File: src/design/ugiae_consts.svh
// Offsets, field positions, reset values and timing counts of the USB
// global interrupt enable, function address and endpoint select bank.
// Assumes inclusion by bare name from the package and the bank module.
`ifndef UGIAE_CONSTS_SVH
`define UGIAE_CONSTS_SVH

// Register offsets in special-function-register space
`define UGIAE_OFS_IRQ_ENABLE 8'hbe
`define UGIAE_OFS_FUNC_ADDR 8'hc6
`define UGIAE_OFS_EP_SELECT 8'hc7

// Interrupt enable field positions
`define UGIAE_BIT_WAKE_CPU 5
`define UGIAE_BIT_END_OF_RESET 4
`define UGIAE_BIT_FRAME_START 3
`define UGIAE_BIT_SUSPEND 0

// Function address field positions
`define UGIAE_BIT_FILTER_ON 7
`define UGIAE_ADDR_MSB 6

// Endpoint select field
`define UGIAE_EP_MSB 3
`define UGIAE_EP_COUNT 7

// Writable bit masks; all other bits are reserved and read as zero
`define UGIAE_MASK_IRQ_ENABLE 8'h39
`define UGIAE_MASK_FUNC_ADDR 8'hff
`define UGIAE_MASK_EP_SELECT 8'h0f

// Reset values
`define UGIAE_RST_IRQ_ENABLE 8'h10
`define UGIAE_RST_FUNC_ADDR 8'h80
`define UGIAE_RST_EP_SELECT 8'h00

// Suspend detection: idle J state for three frame periods
`define UGIAE_CLK_HZ 100000000
`define UGIAE_SUSPEND_IDLE_MS 3
`define UGIAE_SUSPEND_IDLE_CYCLES (`UGIAE_SUSPEND_IDLE_MS * (`UGIAE_CLK_HZ / 1000))
`define UGIAE_IDLE_CNT_W 19

`endif

File: src/design/ugiae_pkg.sv
// Types shared by the USB global register bank.
// Assumes ugiae_consts.svh is on the include path.
`include "ugiae_consts.svh"

package ugiae_pkg;

    // Whole state of the bank, registered as one word
    typedef struct packed {
        logic [7:0] irq_en;
        logic [7:0] func_addr;
        logic [7:0] ep_sel;
        logic [7:0] rdata;
        logic [`UGIAE_IDLE_CNT_W-1:0] idle_cnt;
        logic susp_sent;
    } ugiae_state_s;

endpackage : ugiae_pkg

File: src/design/ugiae_regs.sv
// USB global interrupt enable, function address and endpoint select bank.
// Assumes an SFR port on the CPU clock; flags, bus reset and idle level come
// from logic on the same clock, so none of them is resynchronised here.
`include "ugiae_consts.svh"
`timescale 1ns/1ps
`default_nettype none

module ugiae_regs #(
    parameter logic [`UGIAE_IDLE_CNT_W-1:0] IDLE_CYCLES = `UGIAE_IDLE_CNT_W'(`UGIAE_SUSPEND_IDLE_CYCLES),
    parameter int EP_COUNT = `UGIAE_EP_COUNT
) (
    input wire logic clock,
    input wire logic rst_n,
    input wire logic [7:0] sfr_addr,
    input wire logic sfr_wr,
    input wire logic sfr_rd,
    input wire logic [7:0] sfr_wdata,
    output logic [7:0] sfr_rdata,
    input wire logic wake_cpu_flag,
    input wire logic end_of_bus_reset_flag,
    input wire logic frame_start_flag,
    input wire logic suspend_flag,
    input wire logic usb_bus_reset,
    input wire logic bus_idle_j,
    output logic suspend_detect,
    output logic usb_irq,
    output logic wake_cpu_irq_en,
    output logic end_of_bus_reset_irq_en,
    output logic frame_start_irq_en,
    output logic suspend_irq_en,
    output logic addr_filter_on,
    output logic [6:0] device_addr_field,
    output logic [3:0] endpoint_index,
    output logic [EP_COUNT-1:0] endpoint_onehot
);

    ////////////////////////////////////////////////////////////////////////
    // State and decode helpers

    ugiae_pkg::ugiae_state_s st_q;
    ugiae_pkg::ugiae_state_s st_d;
    logic wr_ien;
    logic wr_addr;
    logic wr_ep;

    // One-hot endpoint decode; out-of-range numbers select nothing
    function automatic logic [EP_COUNT-1:0] ep_decode(input logic [3:0] idx);
        logic [EP_COUNT-1:0] oh;
        oh = '0;
        for (int i = 0; i < EP_COUNT; i++) begin
            if (idx == 4'(i)) begin
                oh[i] = 1'b1;
            end
        end
        return oh;
    endfunction : ep_decode

    assign wr_ien = sfr_wr && (sfr_addr == `UGIAE_OFS_IRQ_ENABLE);
    assign wr_addr = sfr_wr && (sfr_addr == `UGIAE_OFS_FUNC_ADDR);
    assign wr_ep = sfr_wr && (sfr_addr == `UGIAE_OFS_EP_SELECT);

    ////////////////////////////////////////////////////////////////////////
    // Next-state logic

    // Register writes, read capture and the suspend idle timer
    always_comb begin
        st_d = st_q;
        if (wr_ien) begin
            st_d.irq_en = sfr_wdata & `UGIAE_MASK_IRQ_ENABLE;
        end
        if (wr_addr) begin
            st_d.func_addr = sfr_wdata & `UGIAE_MASK_FUNC_ADDR;
        end
        // Bus reset wins over a firmware write in the same cycle for the address field; the filter bit takes the written value
        if (usb_bus_reset) begin
            st_d.func_addr[`UGIAE_ADDR_MSB:0] = 7'h00;
        end
        if (wr_ep) begin
            st_d.ep_sel = sfr_wdata & `UGIAE_MASK_EP_SELECT;
        end
        // Read data shows the value held before this cycle's write
        if (sfr_rd) begin
            unique case (sfr_addr)
                `UGIAE_OFS_IRQ_ENABLE: st_d.rdata = st_q.irq_en;
                `UGIAE_OFS_FUNC_ADDR: st_d.rdata = st_q.func_addr;
                `UGIAE_OFS_EP_SELECT: st_d.rdata = st_q.ep_sel;
                default: st_d.rdata = 8'h00;
            endcase
        end
        // Count idle cycles; pulse once, rearm when the bus leaves J or a bus reset arrives
        if (!bus_idle_j || usb_bus_reset) begin
            st_d.idle_cnt = '0;
            st_d.susp_sent = 1'b0;
        end else if (!st_q.susp_sent) begin
            if (st_q.idle_cnt == IDLE_CYCLES - `UGIAE_IDLE_CNT_W'(1)) begin
                st_d.susp_sent = 1'b1;
            end else begin
                st_d.idle_cnt = st_q.idle_cnt + `UGIAE_IDLE_CNT_W'(1);
            end
        end
    end

    // Single state register
    always_ff @(posedge clock or negedge rst_n) begin
        if (!rst_n) begin
            st_q.irq_en <= `UGIAE_RST_IRQ_ENABLE;
            st_q.func_addr <= `UGIAE_RST_FUNC_ADDR;
            st_q.ep_sel <= `UGIAE_RST_EP_SELECT;
            st_q.rdata <= 8'h00;
            st_q.idle_cnt <= '0;
            st_q.susp_sent <= 1'b0;
        end else begin
            st_q <= st_d;
        end
    end

    ////////////////////////////////////////////////////////////////////////
    // Outputs

    // Suspend pulse lasts the one cycle in which the timer saturates; the
    // sent mark rises at the next edge, so a long idle gives one pulse only
    assign suspend_detect = bus_idle_j && !st_q.susp_sent
                            && (st_q.idle_cnt == IDLE_CYCLES - `UGIAE_IDLE_CNT_W'(1));
    assign sfr_rdata = st_q.rdata;
    assign wake_cpu_irq_en = st_q.irq_en[`UGIAE_BIT_WAKE_CPU];
    assign end_of_bus_reset_irq_en = st_q.irq_en[`UGIAE_BIT_END_OF_RESET];
    assign frame_start_irq_en = st_q.irq_en[`UGIAE_BIT_FRAME_START];
    assign suspend_irq_en = st_q.irq_en[`UGIAE_BIT_SUSPEND];
    assign addr_filter_on = st_q.func_addr[`UGIAE_BIT_FILTER_ON];
    assign device_addr_field = st_q.func_addr[`UGIAE_ADDR_MSB:0];
    assign endpoint_index = st_q.ep_sel[`UGIAE_EP_MSB:0];
    // Steers the per-endpoint port, byte counts and control to one endpoint
    assign endpoint_onehot = ep_decode(endpoint_index);

    // Combinational so a flag is gated the cycle it appears
    assign usb_irq = (wake_cpu_flag && wake_cpu_irq_en) || (end_of_bus_reset_flag && end_of_bus_reset_irq_en)
                     || (frame_start_flag && frame_start_irq_en) || (suspend_flag && suspend_irq_en);

    ////////////////////////////////////////////////////////////////////////
    // Checks

    property p_reserved_zero;
        @(posedge clock) disable iff (!rst_n)
        ((st_q.irq_en & ~`UGIAE_MASK_IRQ_ENABLE) == 8'h00) && (st_q.ep_sel[7:4] == 4'h0);
    endproperty
    a_reserved_zero: assert property (p_reserved_zero) else $error("reserved bit set");

    property p_wake_en;
        @(posedge clock) disable iff (!rst_n)
        wr_ien |=> wake_cpu_irq_en == $past(sfr_wdata[5]);
    endproperty
    a_wake_en: assert property (p_wake_en) else $error("wake enable not written");

    property p_eor_en;
        @(posedge clock) disable iff (!rst_n)
        wr_ien |=> end_of_bus_reset_irq_en == $past(sfr_wdata[4]);
    endproperty
    a_eor_en: assert property (p_eor_en) else $error("end of reset enable not written");

    property p_sof_en;
        @(posedge clock) disable iff (!rst_n)
        wr_ien ##1 !wr_ien |=> frame_start_irq_en == $past(sfr_wdata[3], 2);
    endproperty
    a_sof_en: assert property (p_sof_en) else $error("frame start enable lost");

    property p_susp_en;
        @(posedge clock) disable iff (!rst_n)
        wr_ien |=> suspend_irq_en == $past(sfr_wdata[0]);
    endproperty
    a_susp_en: assert property (p_susp_en) else $error("suspend enable not written");

    property p_filter;
        @(posedge clock) disable iff (!rst_n)
        wr_addr |=> addr_filter_on == $past(sfr_wdata[7]);
    endproperty
    a_filter: assert property (p_filter) else $error("filter bit not written");

    property p_bus_reset_addr;
        @(posedge clock) disable iff (!rst_n)
        usb_bus_reset |=> device_addr_field == 7'h00 && $stable(addr_filter_on) || $past(wr_addr);
    endproperty
    a_bus_reset_addr: assert property (p_bus_reset_addr) else $error("address not cleared");

    property p_ep_sel;
        @(posedge clock) disable iff (!rst_n)
        wr_ep |=> endpoint_index == $past(sfr_wdata[3:0]) && (endpoint_onehot == ep_decode($past(sfr_wdata[3:0])));
    endproperty
    a_ep_sel: assert property (p_ep_sel) else $error("endpoint select wrong");

    property p_irq_gate;
        @(posedge clock) disable iff (!rst_n)
        (usb_irq == 1'b0) |-> !(suspend_flag && suspend_irq_en) && !(frame_start_flag && frame_start_irq_en);
    endproperty
    a_irq_gate: assert property (p_irq_gate) else $error("enabled flag did not interrupt");

    property p_suspend_idle;
        @(posedge clock) disable iff (!rst_n)
        suspend_detect |-> bus_idle_j && $past(bus_idle_j) ##1 !suspend_detect;
    endproperty
    a_suspend_idle: assert property (p_suspend_idle) else $error("suspend without idle");

endmodule : ugiae_regs

`default_nettype wire

File: config.mk
export PLATFORM = sky130hd
export DESIGN_NAME = ugiae_regs
export DESIGN_NICKNAME = d
export VERILOG_FILES = /design/src/design/ugiae_pkg.sv /design/src/design/ugiae_regs.sv
export VERILOG_INCLUDE_DIRS = /design/src /design/src/design
export SDC_FILE = /design/constraint.sdc
export NUM_CORES = 1
export LEC_CHECK = 0
export BUFFER_PORTS_ARGS = -buffer_cell sky130_fd_sc_hd__buf_2
export CAP_MARGIN = 10
export CORE_MARGIN = 4
export CORE_UTILIZATION = 32
export DETAILED_ROUTE_END_ITERATION = 8
export GPL_ROUTABILITY_DRIVEN = 1
export SYNTH_ARGS = -nofsm -noshare
export SYNTH_HDL_FRONTEND = slang
export SYNTH_SLANG_ARGS = --single-unit
File: constraint.sdc
create_clock -name clock -period 5 [get_ports clock]
set_input_delay 0.5 -clock clock [delete_from_list [all_inputs] [get_ports clock]]
set_output_delay 0.5 -clock clock [all_outputs]
set_load 0.03 [all_outputs]
==> results_dict.tcl, run 1 <==
set metrics [dict create \
    status "complete, no violations" \
    dr.pass1.iters 4 \
    power_density_mw_per_mm2 260 \
    drive_above_1_share_pct 31.5 \
    timing.final.crit_period_ps 2580 \
    ioPinCount 59 \
    synth_top_area_share_pct 43.8 \
    post_cts_buffers 0 \
    dpl_cell_area_mm2 0.00264 \
    fmax_mhz 388 \
    min_path_type "primary input to async pin" \
    die_w_um 94.6 \
    fp.dieH_um 94.6 \
    synthMuxAreaShare_pct 9.74 \
    cts_made_buffers 5 \
    cts_tree "built" \
    yosys.area_share.adder_pct 0.521 \
    finalInstanceArea_mm2 0.00276 \
    grt_pass1_wl_um 8290 \
    path_cells "or4_4 > nor4b_4 > nor4bb_1 > buf_2" \
    grt_usage_pct 11.7 \
    drtIter0Drc 47 \
    dp_hpwl_um 3840 \
    setup_tns_ps 0 \
    start_util_pct 32.9 \
    place_congestion 0.851 \
    postCtsResizedCells 0 \
    cts_hold_buf 0 \
    clk_latency_ps 300 \
    synthXorXnorAreaFrac_pct 4.38 \
    grt_max_degree 45 \
    finalWirelength_um 5140 \
    h-tree-depth 2 \
    yosys.area.top_type "dfrtp_1" \
    setup_violations 0 \
    synth-edff-count 0 \
    synthArstFlopShare_pct 100 \
    fp.coreArea_mm2 0.00729 \
    post_drt_wl_per_cell_um 13.6 \
    clockRootBuffer "clkbuf_8" \
    antenna_found_initial 0 \
    drv_cap 0 \
    num-nets-final 305 \
    num_vias 1807 \
    fin_crit_sh_pct 51.6 \
    ys_seq_elements 44 \
    worst_slew_pin_slew_ps 998 \
    worstPathRequired_ps 4500 \
    leakagePower_nw 1.25 \
    startpoint_type "flip-flop" \
    synthesis.nets 266 \
    cts.sinks 44 \
    dp_cells 370 \
    die_area_mm2 0.00895 \
    rsz0062_at_grt "no" \
    drv_slew 0 \
    synth_area_mm2 0.00240 \
    rows 31 \
    portBuffers 58 \
    setup.worst_path.end_class "primary output" \
    instances_no_fill 378 \
    drc 0 \
    seq_area_frac_synth_pct 46.0 \
    crit_type "flip-flop to primary output" \
    p_total_uw 718 \
    globalRouteOverflowTotal 0 \
    cp.arrival_ps 2080 \
    synth-simple-area-share_pct 22.8 \
    synth_top_family_by_area "simple AND/OR/NAND/NOR gates" \
    ant_nets 0 \
    slowest_stage "or4_4" \
    yosysMostFrequentCell "dfrtp_1" \
    antenna_cells 0 \
    syn_avg_cell_area_um2 10.0 \
    clk_pin_slew_worst_paths_ps 80 \
    synth_compound_area_share_pct 7.71 \
    via_per_inst 4.78 \
    grt_pass1_vias 1723 \
    finClkSkew_ps 9.73 \
    ys_types 42 \
    yosys-top-cells-count "dfrtp_1 (42), nor2_1 (28), buf_4 (19), nand2_1 (17)" \
    max_stage_delay_ps 560 \
    maxSlewHeadroom_pct 33.0 \
    synthTopCellsByArea "dfrtp_1 (44%), buf_4 (5.9%), mux2_2 (5.2%)" \
    yosysWarnings 0 \
    netlist_instances 239 \
    areaGrowthSynthToFinish_pct 15.0 \
    synth_ff_type "dfrtp_1" \
    clockBufferDepth 2 \
    peakVddDrop_mv 0.157 \
    path_max_fanout 4 \
    hold_viol_final 0 \
]
report_power, final:
| part | internal, mW | switching, mW | leakage [nW] |
|---|---|---|---|
| Sequential | 0.360 | 0.00629 | 0.605 |
| Clock | 0.163 | 0.128 | 0.0614 |
| Combinational | 0.0204 | 0.0400 | 0.588 |
final timing paths:
kind | endpoint | slack, ps | start | cells after the start
max | suspend_detect | 2420 | st_q[14]$_DFFE_PN0P_ | 4
min | device_addr_field[2]$_DFFE_PN0P_ | 340 | rst_n | 1
max reg2reg | st_q[10]$_DFFE_PN0P_ | 2790 | st_q[14]$_DFFE_PN0P_ | 5
min reg2reg | sfr_rdata[6]$_DFFE_PN0P_ | 510 | device_addr_field[6]$_DFFE_PN0P_ | 2
max in group asynchronous | st_q[2]$_DFFE_PN0P_ | 4050 | rst_n | 1
min in group clock | addr_filter_on$_DFFE_PN1P_ | 440 | sfr_wdata[7] | 2
layout by cell type (no fill, tap or decap), types with 2 or more instances in the layout:
| cell type | instances |
|---|---|
| buf_2 | 58 |
| dfrtp_1 | 42 |
| nor2_1 | 28 |
| nand2_1 | 17 |
| mux2_2 | 11 |
| mux2i_1 | 11 |
| inv_1 | 10 |
| nor3_1 | 9 |
| nand2b_1 | 8 |
| nand3_1 | 8 |
| nand4_1 | 7 |
| xor2_1 | 7 |
| a22oi_1 | 6 |
| o22ai_1 | 6 |
| clkbuf_8 | 6 |
| xnor2_1 | 5 |
| a21oi_1 | 4 |
| nor2b_1 | 3 |
| nand4b_1 | 3 |
| o21ai_0 | 3 |
| or4_4 | 2 |
| nor4bb_1 | 2 |
| a21oi_2 | 2 |
| a31o_1 | 2 |
| dfstp_2 | 2 |
routing by layer:
metal / global-route usage (%) / wire length [um]
met2: 19.0 / 2260
met5: 0 / 0
met4: 1.80 / 21
met1: 15.6 / 2450
met3: 3.75 / 413
critical path, delay by kind of cell (launching register included):
kind,cells,cell delay [ps]
buffers and inverters,1,240
and+or+nand+nor,3,1120
DFF,1,420
sequential cells by signal, summed over array words and instances (netlist names):
| name | cells |
|---|---|
| device_addr_field | 7 |
| endpoint_index | 4 |
| suspend_irq_en | 1 |
| addr_filter_on | 1 |
| end_of_bus_reset_irq_en | 1 |
| sfr_rdata | 8 |
| wake_cpu_irq_en | 1 |
| frame_start_irq_en | 1 |
| st_q | 20 |
cells by family (layout without fill, tap and decap cells):
kind of cell               count (synthesis)  after routing
and+or+nand+nor                           98             98
DFF                                       44             44
buffers and inverters                     36             76
AOI/OAI and AO/OA                         26             26
muxes                                     22             22
xor gates and xnor gates                  12             12
adders and majority gates                  1              1
area by class of cell:
type	count	area [um^2]
Clock inverter	2	38.8
Inverter	10	37.5
Tap cell	99	124
Timing Repair Buffer	58	290
Fill cell	766	4530
Clock buffer	6	82.6
Multi-Input combinational cell	159	1080
Sequential cell	44	1100
per-stage QoR:
step	setup slack, ps	hold slack, ps	util, %
after global routing	2220	421	37.9
after CTS	2420	386	37.9
after detailed placement	2760	484	36.2
final	2420	344	37.9
after floorplan	2280	204	-
after global placement	2740	497	36.2
(Power assumes the default switching activity.)
==> run 2, diff against run 1 <==
ABC_AREA = 1   (was not set)
clock period = 2.4 ns   (was 5 ns; I/O delays follow)
==> results_dict.tcl, run 2 <==
set metrics [dict create \
    drv_slew 0 \
    yosysWarnings 0 \
    clk_latency_ps 300 \
    synthArstFlopShare_pct 100 \
    ys_types 25 \
    rsz0062_at_grt "no" \
    min_path_type "primary input to async pin" \
    synthesis.nets 410 \
    die_w_um 99.2 \
    pre_cts_ws_ps 607 \
    synth_area_mm2 0.00266 \
    num_vias 2529 \
    yosysMostFrequentCell "nand2_1" \
    cts_made_buffers 5 \
    cts_hold_buf 0 \
    worst_slew_pin_slew_ps 990 \
    grt_pass1_wl_um 11400 \
    clockRootBuffer "clkbuf_8" \
    antenna_found_initial 0 \
    max_stage_delay_ps 410 \
    yosys-top-cells-count "nand2_1 (145), dfrtp_1 (42), inv_1 (41), nor2_1 (36), nand3_1 (28)" \
    grt_pass1_vias 2494 \
    slowest_stage "dfrtp_1" \
    finClkSkew_ps 7.32 \
    finalInstanceArea_mm2 0.00304 \
    worstPathRequired_ps 2160 \
    setup_tns_ps 0 \
    register_area_mm2 0.00110 \
    maxSlewHeadroom_pct 34.0 \
    finalWirelength_um 6740 \
    grt_max_degree 45 \
    ant_nets 0 \
    areaGrowthSynthToFinish_pct 14.2 \
    rows 33 \
    netlist_instances 383 \
    setup_violations 0 \
    drv_cap 0 \
    globalRouteOverflowTotal 0 \
    cts.sinks 44 \
    fp.coreArea_mm2 0.00813 \
    synthTopCellsByArea "dfrtp_1 (39%), nand2_1 (20%), inv_1 (5.8%)" \
    portBuffers 58 \
    multi_input_area_mm2 0.00124 \
    drc 0 \
    synth_top_area_share_pct 39.5 \
    fin_ws_ps 335 \
    startpoint_type "flip-flop" \
    ys_seq_elements 44 \
    top_register "st_q" \
    largest_reg_flops 20 \
    clk_pin_slew_worst_paths_ps 90 \
    cp.arrival_ps 1820 \
    via_per_inst 4.75 \
    dr.pass1.iters 4 \
    antenna_cells 0 \
    cpLargestDelayFamily "simple AND/OR/NAND/NOR gates" \
    dp_hpwl_um 5250 \
    final_common_cell "nand2_1" \
    start_util_pct 32.7 \
    die_area_mm2 0.00984 \
    drtIter0Drc 116 \
    setup.worst_path.end_class "primary output" \
    ioPinCount 59 \
    postCtsResizedCells 0 \
    drive_above_1_share_pct 17.8 \
    post_drt_wl_per_cell_um 12.7 \
    h-tree-depth 2 \
    post_cts_buffers 0 \
    leakagePower_nw 1.60 \
    status "complete, no violations" \
    n_fill_cell 867 \
    crit_type "flip-flop to primary output" \
    yosys.area.top_type "dfrtp_1" \
    power_density_mw_per_mm2 489 \
    grt_usage_pct 14.1 \
    num-nets-final 453 \
    fin_crit_sh_pct 86.0 \
    critPathBufInv 2 \
    timing.final.crit_period_ps 2060 \
    fmax_mhz 484 \
    fp.dieH_um 99.2 \
    hold_ws_ps 91.2 \
    path_max_fanout 5 \
    dpl_cell_area_mm2 0.00293 \
    path_cells "ha_1 > nand2_1 > inv_1 > nand2_1 > nor2_1 > nand3_1 > nor2_1 > buf_2" \
    syn_avg_cell_area_um2 6.95 \
    clockBufferDepth 2 \
    hold_viol_final 0 \
    place_congestion 0.868 \
    seq_area_frac_synth_pct 41.4 \
    peakVddDrop_mv 0.209 \
    cts_tree "built" \
    synth-edff-count 0 \
    most-common-layout-cells "nand2_1 (145), buf_2 (58), dfrtp_1 (42)" \
    synth_ff_type "dfrtp_1" \
]
run 2: cell types whose count changed in the layout (fill, tap and decap cells not counted), moves of 11 or more:
| cell | change |
|---|---|
| inv_1 | +31 |
| mux2_2 | -11 |
| nand2_1 | +128 |
| nand3_1 | +20 |
| o21ai_0 | +16 |
| nand4_1 | +11 |
| mux2i_1 | -11 |
run 2: worst reg2reg max path, delay by kind of cell (launching register included):
kind | cells | cell delay, ps
buffers and inverters | 1 | 70
AND/OR/NAND/NOR | 8 | 1030
flip-flops | 1 | 430
adder cells (fa/ha/maj) | 1 | 260
run 2: metal layers:
metal	track usage (%)	up-vias	wire [um]
met3	3.16	7	591
met1	18.5	1138	3030
met2	23.3	97	3020
met5	0	-	0
met4	3.99	0	95
li1	-	1287	-
run 2: kinds of logic (layout without fill, tap and decap cells):
group	after synthesis	count (layout)	share of synthesized area, %
adders and majority gates	1	1	0.470
and+or+nand+nor	246	246	40.1
xor gates and xnor gates	4	4	1.32
AOI/OAI and AO/OA	23	23	4.56
DFF	44	44	41.4
buffers and inverters	65	109	12.1
run 2: area by class of cell:
class | instances | share of cell area (%)
Timing Repair Buffer | 59 | 9.79
Inverter | 42 | 5.18
Multi-Input combinational cell | 274 | 40.6
Tap cell | 105 | 4.32
Clock inverter | 3 | 1.52
Sequential cell | 44 | 36.3
Clock buffer | 5 | 2.26
run 2: stage by stage:
stage,power (mW),utilization [%],std cells
2_1_floorplan,0.850,-,383
3_3_place_gp,0.907,36.0,524
3_5_place_dp,0.909,36.0,524
4_1_cts,1.51,37.4,532
5_1_grt,1.55,37.4,532
6_report,1.49,37.4,532
run 2: worst paths after layout:
kind / from / endpoint / slack [ps] / cells after the start
worst max-delay path: st_q[1]$_DFFE_PN0P_ / suspend_detect / 340 / 8
worst min-delay path: rst_n / sfr_rdata[4]$_DFFE_PN0P_ / 90 / 1
max in group asynchronous: rst_n / device_addr_field[1]$_DFFE_PN0P_ / 1690 / 1
min in group clock: sfr_wdata[2] / device_addr_field[2]$_DFFE_PN0P_ / 150 / 3
worst max register to register: st_q[1]$_DFFE_PN0P_ / st_q[19]$_DFFE_PN0P_ / 570 / 10
worst min register to register: sfr_rdata[2]$_DFFE_PN0P_ / sfr_rdata[2]$_DFFE_PN0P_ / 490 / 2
run 2: power by group:
part	total, mW	internal, mW	switching, mW	leakage, nW
logic	0.126	0.0356	0.0903	0.962
registers	0.767	0.754	0.0131	0.583
clock network	0.593	0.314	0.279	0.0548
total	1.49	1.10	0.383	1.60
